### config.mk
export PLATFORM = sky130hd
export DESIGN_NAME = toq_timed_output_queue
export DESIGN_NICKNAME = d
export VERILOG_FILES = /design/src/toq_pkg.sv /design/src/toq_timed_output_queue.sv
export SDC_FILE = /design/constraint.sdc
export NUM_CORES = 1
export LEC_CHECK = 0
export BUFFER_PORTS_ARGS = -buffer_cell sky130_fd_sc_hd__buf_2
export CAP_MARGIN = 40
export CORE_ASPECT_RATIO = 1.25
export CORE_MARGIN = 3
export CORE_UTILIZATION = 40
export DETAILED_ROUTE_END_ITERATION = 6
export GPL_TIMING_DRIVEN = 1
export SLEW_MARGIN = 20
export SYNTH_ARGS = -nofsm -noshare
export SYNTH_HDL_FRONTEND = slang
export SYNTH_SLANG_ARGS = --single-unit
### constraint.sdc
create_clock -name sys_clk -period 4.7 [get_ports sys_clk]
set_input_delay 1.41 -clock sys_clk [delete_from_list [all_inputs] [get_ports sys_clk]]
set_output_delay 1.41 -clock sys_clk [all_outputs]
set_load 0.01 [all_outputs]
### src/toq_pkg.sv
// shared constants and types for the timed output queue
package toq_pkg;

    // ======================================================
    // queue sizing and entry layout
    localparam int          FIFO_DEPTH       = 16;
    localparam int          BATCH_MAX        = 5;
    localparam int          ENTRY_BYTES      = 4;
    localparam int          LAST_MARK_BIT    = 6;
    localparam int          STATE_DO0_BIT    = 7;
    localparam int          NUM_OUTPUTS      = 4;

    // ======================================================
    // queue status fields
    localparam int          QSTS_CLOSED_BIT  = 7;
    localparam int          QSTS_FULL_BIT    = 1;
    localparam int          QSTS_EMPTY_BIT   = 0;
    localparam int          NDUE_PEND_BIT    = 7;

    // ======================================================
    // diagnostic record selectors
    localparam logic [15:0] RS_FULL          = 16'h0001;
    localparam logic [15:0] RS_SHORT         = 16'h0000;
    localparam logic [15:0] CAN_IX_FULL      = 16'h2F01;
    localparam logic [15:0] CAN_IX_SHORT     = 16'h2F00;
    localparam logic [15:0] ECAT_IX          = 16'h5005;
    localparam logic [7:0]  SX_FIRST         = 8'h02;
    localparam logic [7:0]  SX_LAST_BYTE     = 8'h11;
    localparam logic [7:0]  SX_TIMESTAMP     = 8'h13;

    // ======================================================
    // diagnostic record layout
    localparam logic [4:0]  REC_LEN          = 5'h14;
    localparam logic [4:0]  REC_SHORT_LEN    = 5'h04;
    localparam logic [4:0]  OFF_MODULE_INFO  = 5'h01;
    localparam logic [4:0]  OFF_CH_KIND      = 5'h04;
    localparam logic [4:0]  OFF_DIAG_BITS    = 5'h05;
    localparam logic [4:0]  OFF_CH_COUNT     = 5'h06;
    localparam logic [4:0]  OFF_TIMESTAMP    = 5'h10;
    localparam logic [2:0]  TS_BYTES         = 3'h4;

    // ======================================================
    // diagnostic record reset values
    localparam logic [7:0]  RST_RESERVED     = 8'h00;
    localparam logic [7:0]  RST_MODULE_INFO  = 8'h1F;
    localparam logic [7:0]  RST_CH_KIND      = 8'h72;
    localparam logic [7:0]  RST_DIAG_BITS    = 8'h00;
    localparam logic [7:0]  RST_CH_COUNT     = 8'h04;
    localparam logic [31:0] RST_TIMESTAMP    = 32'h0000_0000;

    // ======================================================
    // types
    typedef enum logic [1:0] {
        ACC_RECORD_SET,
        ACC_CAN_INDEX,
        ACC_ECAT_SUBINDEX
    } toq_access_t;

    typedef struct packed {
        logic [7:0]  state;
        logic [7:0]  sequence_number;
        logic [15:0] switch_time_us;
    } toq_entry_t;

    typedef struct packed {
        toq_access_t kind;
        logic [15:0] object_index;
        logic [7:0]  object_subindex;
        logic [4:0]  byte_idx;
    } toq_diag_req_t;

    typedef struct packed {
        logic        valid;
        logic        error;
        logic [7:0]  data;
    } toq_diag_rsp_t;

endpackage

### src/toq_timed_output_queue.sv
// timed output queue with fifo and diagnostic record server
`timescale 1ns/1ps

// ==========================================================
// parameterised fifo with registered full and empty
module toq_fifo #(
    parameter int WIDTH   = 32,
    parameter int DEPTH   = 16,
    parameter int LEVEL_W = $clog2(DEPTH + 1)
) (
    input  wire logic               sys_clk,
    input  wire logic               reset_n,
    input  wire logic               in_valid,
    output logic                    in_ready,
    input  wire logic [WIDTH-1:0]   in_data,
    output logic                    out_valid,
    input  wire logic               out_ready,
    output logic      [WIDTH-1:0]   out_data,
    output logic      [LEVEL_W-1:0] level
);
    localparam int PTR_W = (DEPTH > 1) ? $clog2(DEPTH) : 1;
    localparam logic [LEVEL_W-1:0] FULL_LVL = LEVEL_W'(DEPTH);
    localparam logic [PTR_W-1:0]   LAST_PTR = PTR_W'(DEPTH - 1);

    logic [WIDTH-1:0]   mem [DEPTH];
    logic [PTR_W-1:0]   wr_ptr_reg;
    logic [PTR_W-1:0]   rd_ptr_reg;
    logic [LEVEL_W-1:0] level_reg;
    logic [LEVEL_W-1:0] level_next;
    logic               full_reg;
    logic               empty_reg;
    wire                push;
    wire                pop;

    assign push      = in_valid && !full_reg;
    assign pop       = out_ready && !empty_reg;
    assign in_ready  = !full_reg;
    assign out_valid = !empty_reg;
    assign out_data  = mem[rd_ptr_reg];
    assign level     = level_reg;

    always_comb begin
        level_next = level_reg;
        if (push && !pop) begin
            level_next = level_reg + 1'b1;
        end else if (pop && !push) begin
            level_next = level_reg - 1'b1;
        end
    end

    always_ff @(posedge sys_clk) begin
        if (push) begin
            mem[wr_ptr_reg] <= in_data;
        end
    end

    always_ff @(posedge sys_clk) begin
        if (!reset_n) begin
            wr_ptr_reg <= '0;
            rd_ptr_reg <= '0;
            level_reg  <= '0;
            full_reg   <= 1'b0;
            empty_reg  <= 1'b1;
        end else begin
            if (push) begin
                wr_ptr_reg <= (wr_ptr_reg == LAST_PTR) ? '0
                                                       : wr_ptr_reg + 1'b1;
            end
            if (pop) begin
                rd_ptr_reg <= (rd_ptr_reg == LAST_PTR) ? '0
                                                       : rd_ptr_reg + 1'b1;
            end
            level_reg <= level_next;
            full_reg  <= (level_next == FULL_LVL);
            empty_reg <= (level_next == '0);
        end
    end
endmodule

// ==========================================================
// top level
// Operation
// - entries are applied strictly in stored order, removed on the same edge
// - no interrupt output; diagnostic record is read only
// - record set 01h gives full record, 00h only first 4 bytes
// - object index 2F01h gives full record, 2F00h first 4 bytes
// - index 5005h exposes each record field at subindex from 02h
// - module info 1Fh, channel kind 72h, zero bits, reserved 00h
// - channel count reads 04h for the four timed outputs
// - entry is state byte, sequence byte, 16-bit switch time
// - written entries go straight into the queue
// - timestamp holds ticker sampled when the record is generated
module toq_timed_output_queue #(
    parameter int DEPTH = toq_pkg::FIFO_DEPTH
) (
    input  wire logic                   sys_clk,
    input  wire logic                   reset_n,
    input  wire logic [31:0]            ticker_us,
    input  wire logic                   img_valid,
    input  wire toq_pkg::toq_entry_t    img_entry,
    output logic                        img_ready,
    output logic [3:0]                  do_out,
    output logic [7:0]                  last_written_sequence,
    output logic [7:0]                  next_due_sequence,
    output logic [7:0]                  queue_status,
    output logic [7:0]                  pending_entry_count,
    input  wire logic                   diag_req_valid,
    input  wire toq_pkg::toq_diag_req_t diag_req,
    output toq_pkg::toq_diag_rsp_t      diag_rsp
);
    localparam int ENTRY_W = $bits(toq_pkg::toq_entry_t);
    localparam int LEVEL_W = $clog2(DEPTH + 1);

    typedef enum logic [1:0] {
        BATCH_IDLE,
        BATCH_OPEN,
        BATCH_CLOSED
    } toq_batch_t;

    // ======================================================
    // queue
    logic                 head_valid;
    logic [ENTRY_W-1:0]   head_bits;
    logic [LEVEL_W-1:0]   level;
    toq_pkg::toq_entry_t  head;
    wire                  push;
    wire                  due;

    assign head = toq_pkg::toq_entry_t'(head_bits);
    assign push = img_valid && img_ready;

    assign due = head_valid
              && (ticker_us[15:0] == head.switch_time_us);

    toq_fifo #(
        .WIDTH   (ENTRY_W),
        .DEPTH   (DEPTH),
        .LEVEL_W (LEVEL_W)
    ) u_fifo (
        .sys_clk   (sys_clk),
        .reset_n   (reset_n),
        .in_valid  (img_valid),
        .in_ready  (img_ready),
        .in_data   (img_entry),
        .out_valid (head_valid),
        .out_ready (due),
        .out_data  (head_bits),
        .level     (level)
    );

    // ======================================================
    // output application
    logic [3:0] do_reg;
    wire  [3:0] do_from_head;

    genvar gi;
    generate
        for (gi = 0; gi < toq_pkg::NUM_OUTPUTS; gi++) begin : g_do
            assign do_from_head[gi] =
                head.state[toq_pkg::STATE_DO0_BIT - gi];
        end
    endgenerate

    always_ff @(posedge sys_clk) begin
        if (!reset_n) begin
            do_reg <= '0;
        end else if (due) begin
            do_reg <= do_from_head;
        end
    end

    assign do_out = do_reg;

    // ======================================================
    // batch tracking and status
    toq_batch_t batch_reg;
    toq_batch_t batch_next;
    logic [2:0] batch_cnt_reg;
    logic [2:0] batch_cnt_next;
    logic [7:0] last_wr_reg;
    logic [7:0] next_due_reg;
    logic [7:0] qsts_reg;
    logic [7:0] pending_reg;
    wire        marked;
    wire        batch_full;
    wire        closes;

    // marker bit closes a short batch
    assign marked     = img_entry.sequence_number[toq_pkg::LAST_MARK_BIT];
    assign batch_full = (batch_cnt_reg == 3'(toq_pkg::BATCH_MAX - 1));
    assign closes     = push && (marked || batch_full);

    always_comb begin
        batch_next     = batch_reg;
        batch_cnt_next = batch_cnt_reg;
        case (batch_reg)
            BATCH_IDLE, BATCH_CLOSED: begin
                if (push) begin
                    batch_next     = closes ? BATCH_CLOSED : BATCH_OPEN;
                    batch_cnt_next = closes ? 3'h0 : 3'h1;
                end
            end
            BATCH_OPEN: begin
                if (push) begin
                    batch_next     = closes ? BATCH_CLOSED : BATCH_OPEN;
                    batch_cnt_next = closes ? 3'h0 : batch_cnt_reg + 3'h1;
                end
            end
            default: begin
                batch_next     = BATCH_IDLE;
                batch_cnt_next = 3'h0;
            end
        endcase
    end

    always_ff @(posedge sys_clk) begin
        if (!reset_n) begin
            batch_reg     <= BATCH_IDLE;
            batch_cnt_reg <= 3'h0;
        end else begin
            batch_reg     <= batch_next;
            batch_cnt_reg <= batch_cnt_next;
        end
    end

    always_ff @(posedge sys_clk) begin
        if (!reset_n) begin
            last_wr_reg <= 8'h00;
        end else if (push) begin
            last_wr_reg <= img_entry.sequence_number;
        end
    end

    always_ff @(posedge sys_clk) begin
        if (!reset_n) begin
            next_due_reg <= 8'h00;
            qsts_reg     <= 8'h00;
            pending_reg  <= 8'h00;
        end else begin
            next_due_reg <= head_valid
                ? (head.sequence_number
                   | (8'h01 << toq_pkg::NDUE_PEND_BIT))
                : 8'h00;
            qsts_reg <= 8'h00;
            qsts_reg[toq_pkg::QSTS_CLOSED_BIT] <=
                (batch_next == BATCH_CLOSED);
            qsts_reg[toq_pkg::QSTS_FULL_BIT]  <= !img_ready;
            qsts_reg[toq_pkg::QSTS_EMPTY_BIT] <= !head_valid;
            pending_reg <= 8'(level);
        end
    end

    assign last_written_sequence = last_wr_reg;
    assign next_due_sequence     = next_due_reg;
    assign queue_status          = qsts_reg;
    assign pending_entry_count   = pending_reg;

    // ======================================================
    // diagnostic record decode
    // returns {ok, record offset}
    function automatic logic [5:0] decode(
        input toq_pkg::toq_diag_req_t r
    );
        logic       ok;
        logic [4:0] off;
        ok  = 1'b0;
        off = r.byte_idx;
        case (r.kind)
            toq_pkg::ACC_RECORD_SET: begin
                if (r.object_index == toq_pkg::RS_FULL) begin
                    ok = r.byte_idx < toq_pkg::REC_LEN;
                end else if (r.object_index == toq_pkg::RS_SHORT) begin
                    ok = r.byte_idx < toq_pkg::REC_SHORT_LEN;
                end
            end
            toq_pkg::ACC_CAN_INDEX: begin
                if (r.object_index == toq_pkg::CAN_IX_FULL) begin
                    ok = r.byte_idx < toq_pkg::REC_LEN;
                end else if (r.object_index == toq_pkg::CAN_IX_SHORT) begin
                    ok = r.byte_idx < toq_pkg::REC_SHORT_LEN;
                end
            end
            toq_pkg::ACC_ECAT_SUBINDEX: begin
                if (r.object_index == toq_pkg::ECAT_IX) begin
                    if (r.object_subindex >= toq_pkg::SX_FIRST
                        && r.object_subindex <= toq_pkg::SX_LAST_BYTE) begin
                        ok  = (r.byte_idx == 5'h00);
                        off = 5'(r.object_subindex - toq_pkg::SX_FIRST);
                    end else if (r.object_subindex
                                 == toq_pkg::SX_TIMESTAMP) begin
                        ok  = r.byte_idx < 5'(toq_pkg::TS_BYTES);
                        off = toq_pkg::OFF_TIMESTAMP + r.byte_idx;
                    end
                end
            end
            default: begin
                ok = 1'b0;
            end
        endcase
        return {ok, off};
    endfunction

    // ======================================================
    // diagnostic record contents
    logic [31:0]          ts_reg;
    wire  [5:0]           dec;
    wire                  dec_ok;
    wire  [4:0]           dec_off;
    wire                  gen;
    wire  [31:0]          ts_view;
    logic [7:0]           rec_byte;
    toq_pkg::toq_diag_rsp_t rsp_reg;

    assign dec     = decode(diag_req);
    assign dec_ok  = dec[5];
    assign dec_off = dec[4:0];

    assign gen     = diag_req_valid && dec_ok && (diag_req.byte_idx == 5'h00);
    assign ts_view = gen ? ticker_us : ts_reg;

    always_ff @(posedge sys_clk) begin
        if (!reset_n) begin
            ts_reg <= toq_pkg::RST_TIMESTAMP;
        end else if (gen) begin
            ts_reg <= ticker_us;
        end
    end

    always_comb begin
        rec_byte = toq_pkg::RST_RESERVED;
        case (dec_off)
            toq_pkg::OFF_MODULE_INFO: rec_byte = toq_pkg::RST_MODULE_INFO;
            toq_pkg::OFF_CH_KIND:     rec_byte = toq_pkg::RST_CH_KIND;
            toq_pkg::OFF_DIAG_BITS:   rec_byte = toq_pkg::RST_DIAG_BITS;
            toq_pkg::OFF_CH_COUNT:    rec_byte = toq_pkg::RST_CH_COUNT;
            default: begin
                if (dec_off >= toq_pkg::OFF_TIMESTAMP) begin
                    rec_byte = ts_view[8*(dec_off[1:0]) +: 8];
                end
            end
        endcase
    end

    always_ff @(posedge sys_clk) begin
        if (!reset_n) begin
            rsp_reg <= '0;
        end else begin
            rsp_reg.valid <= diag_req_valid;
            rsp_reg.error <= diag_req_valid && !dec_ok;
            rsp_reg.data  <= (diag_req_valid && dec_ok) ? rec_byte : 8'h00;
        end
    end

    assign diag_rsp = rsp_reg;
endmodule

==> run metrics <==
cell leakage power between 0.008 and 0.009 uW; Syn Area/Cell between 15 and 20 um^2; Num Clock Sinks 526; clock buffer depth 3; global routing's busiest layer met2; worst skew pair latency 0.57 ns; initial antenna violation count 4; Clock power frac 42.1%; Seq/Total Area, Yosys 69.79%; final worst setup slack 0.7725 ns; Hold Buf Count CTS 0; die area 0.05603 mm^2; IO Port Bufs 133; Final min period 3.928 ns; TritonCTS Buffers 50; DP Cell Count 2,015; Clock Root Buffer clkbuf_16; Die Width 212.3 um; synth unique cells 63; Placer Congestion 0.7596; Synth Instances ~1,200; via/cell ratio 5.367; Worst path max stage delay 0.74 ns; outcome finished, final reports clean; R2R Setup Slk ~0.77 ns; CTS tree built; Synth top area share 60.95%; Tot Pwr 9479 uW; Post-CTS Resized 0; Peak Freq about 0.25 GHz; M1 GR Usage 22.84%; row cnt 93; net switching power figure 1928 uW; first-pass GRT wire length 73,210 um; Synth Flop Type edfxtp_1; area grow syn2layout 15.66%; Iter 0 DRT Violations 814; # H-tree levels 2; Crit Path Category flip-flop to flip-flop; Routed WL 48,020 um; Largest register FFs approximately 430; Critical Path Start Type flip-flop; layout cell share with drive strength beyond 1 26.42%; routing usage on met3 2.969%; yosys warns 0; core area 0.05213 mm^2; Sw Ratio 20.34%; Max Cap Viol 0; global route total overflow 0; Async S/R FF share, synth 0%; pwr/cell area a little under 400 mW/mm^2; largest net degree at the start of global routing 70; post-route clock period utilization 83.56%; VDD IR max around 0.24 mV; Pint 7551 uW; nature of the critical path endpoint flip-flop; TNS Setup 0 ns; # IOs 146; Final Cell Area 0.02462 mm^2; crit-path cells nand2b_1 > o22ai_1 > a221oi_1 > mux2_2 > a221o_1 > nor4_4 > nand2_4 > xnor2_1 > o31a_1 > nor4_1; Routed Antenna Nets 0; vias in the first global route 11,790; Arr. time, crit path 4.39 ns; Post-CTS Repair Setup Buffers 0; synth top area cells edfxtp_1, mux4_2, dfxtp_1; worst setup slack after placement between 0.3 and 0.4 ns; M2 GR Usage 29.81%; via count 11,330; unrepaired setup endpoints after global routing false; Non-Filler Instances 2,111; Reg power frac a little over half; Combinational Power Share 3.9%; Crit path required time between 5 and 6 ns; Critical Path Fanout Max 37; total track usage 17.30%; Nets 1,511; Reg clk slew, reported paths approximately 0.06 ns; die height between 200 and 300 um; Post-Synthesis Cell Area about 0.021 mm^2; area leader, netlist edfxtp_1; DR WL/cell 22.75 um; clock skew between 0.015 and 0.02 ns; post-place instance area 0.02298 mm^2; Slew headroom between 50% and 60%; DRC viols 0; Final Setup Violations 0; final hold vios 0; initial core utilization around 41%; CP max-delay cell dfxtp_4; detailed placer's ending HPWL 29,050 um; Final Slew Violations 0; number of synthesized flops with an enable pin 432; Hold Path Class flip-flop to flip-flop; Slew @ Worst Pin 0.7239 ns; DR pass1 iterations 5; Synth Register Bits about 530
worst max-delay path, delay by kind of cell, from the launching register on:
kind	cells	cell delay, ns
mux	1	0.43
compound gates	4	1.22
simple gates	4	1.16
flops	1	0.74
xor+xnor	1	0.23
cells in the mapped netlist (all sizes together) (5+ instances only):
library cell,count
o21ai,18
a22oi,6
nor4,7
a21boi,45
clkbuf,23
and2,25
nor3b,6
nor3,10
nand4,5
nor2,26
o22ai,5
mux2i,109
inv,16
xnor2,15
nand3,10
a22o,5
xor2,10
buf,47
and3,8
ha,10
mux4,103
dfxtp,94
edfxtp,432
nand2,118
nor2b,16
mux2,10
a21oi,16
layout make-up:
class | count | area, um^2
fillers | 4407 | 27510
flip-flops and latches | 526 | 14870
multi-input cells | 636 | 6127
clock buffers | 59 | 1306
repair buffers | 172 | 1096
well taps | 665 | 832.0
clock inverters | 33 | 316.6
inverters | 16 | 60.06
diodes | 4 | 10.01
placed cells by master (no fill, tap or decap), types with 16 or more instances in the layout:
master     count
edfxtp_1     432
buf_2        133
nand2_1      117
mux2i_1      108
mux4_2       103
dfxtp_1       90
clkbuf_16     51
a21boi_0      44
buf_4         28
and2_1        25
clkinv_1      17
inv_1         16
o21ai_0       16
a21oi_1       16
kinds of logic after synthesis:
logic type	after synthesis	share of synthesized area, %
buffers and inverters	86	2.099
muxes	222	16.55
DFF	526	69.79
other	1	0.01762
xor gates and xnor gates	25	1.029
AOI/OAI and AO/OA	124	4.150
adders and majority gates	10	0.5879
and+or+nand+nor	247	5.773
power by group through the flow:
stage	registers (uW)	logic (uW)	clock network (uW)
2_1_floorplan	5230	180	0
3_3_place_gp	5220	363	0
3_5_place_dp	5220	372	0
4_1_cts	5120	373	4090
5_1_grt	5120	406	4290
6_report	5120	369	3990
routing by layer:
metal | wire [um] | vias to the layer above | part of all wire, %
met5 | 20 | - | 0.042
met4 | 958 | 2 | 2.0
met3 | 2311 | 63 | 4.8
met2 | 24240 | 265 | 50
met1 | 20490 | 5836 | 43
li1 | - | 5163 | -
final timing paths:
check             cells after the start                                    end                                   from
setup / recovery                     10             u_fifo.full_reg$_SDFF_PN0_                              flip-flop
hold / removal                        2  last_written_sequence[6]$_SDFFE_PN0P_  last_written_sequence[6]$_SDFFE_PN0P_
setup reg to reg                     10             u_fifo.full_reg$_SDFF_PN0_                              flip-flop
hold reg to reg                       2  last_written_sequence[6]$_SDFFE_PN0P_  last_written_sequence[6]$_SDFFE_PN0P_
through the flow:
step | hold WS (ns) | utilization (%)
after detailed placement | 0.4503 | 44.09
after global placement | 0.4442 | 44.09
after CTS | 0.4629 | 47.20
after global routing | 0.4882 | 47.20
final | 0.4621 | 47.22
after floorplan | 0.4298 | -
Note: power is estimated with default switching activity, not from simulation.
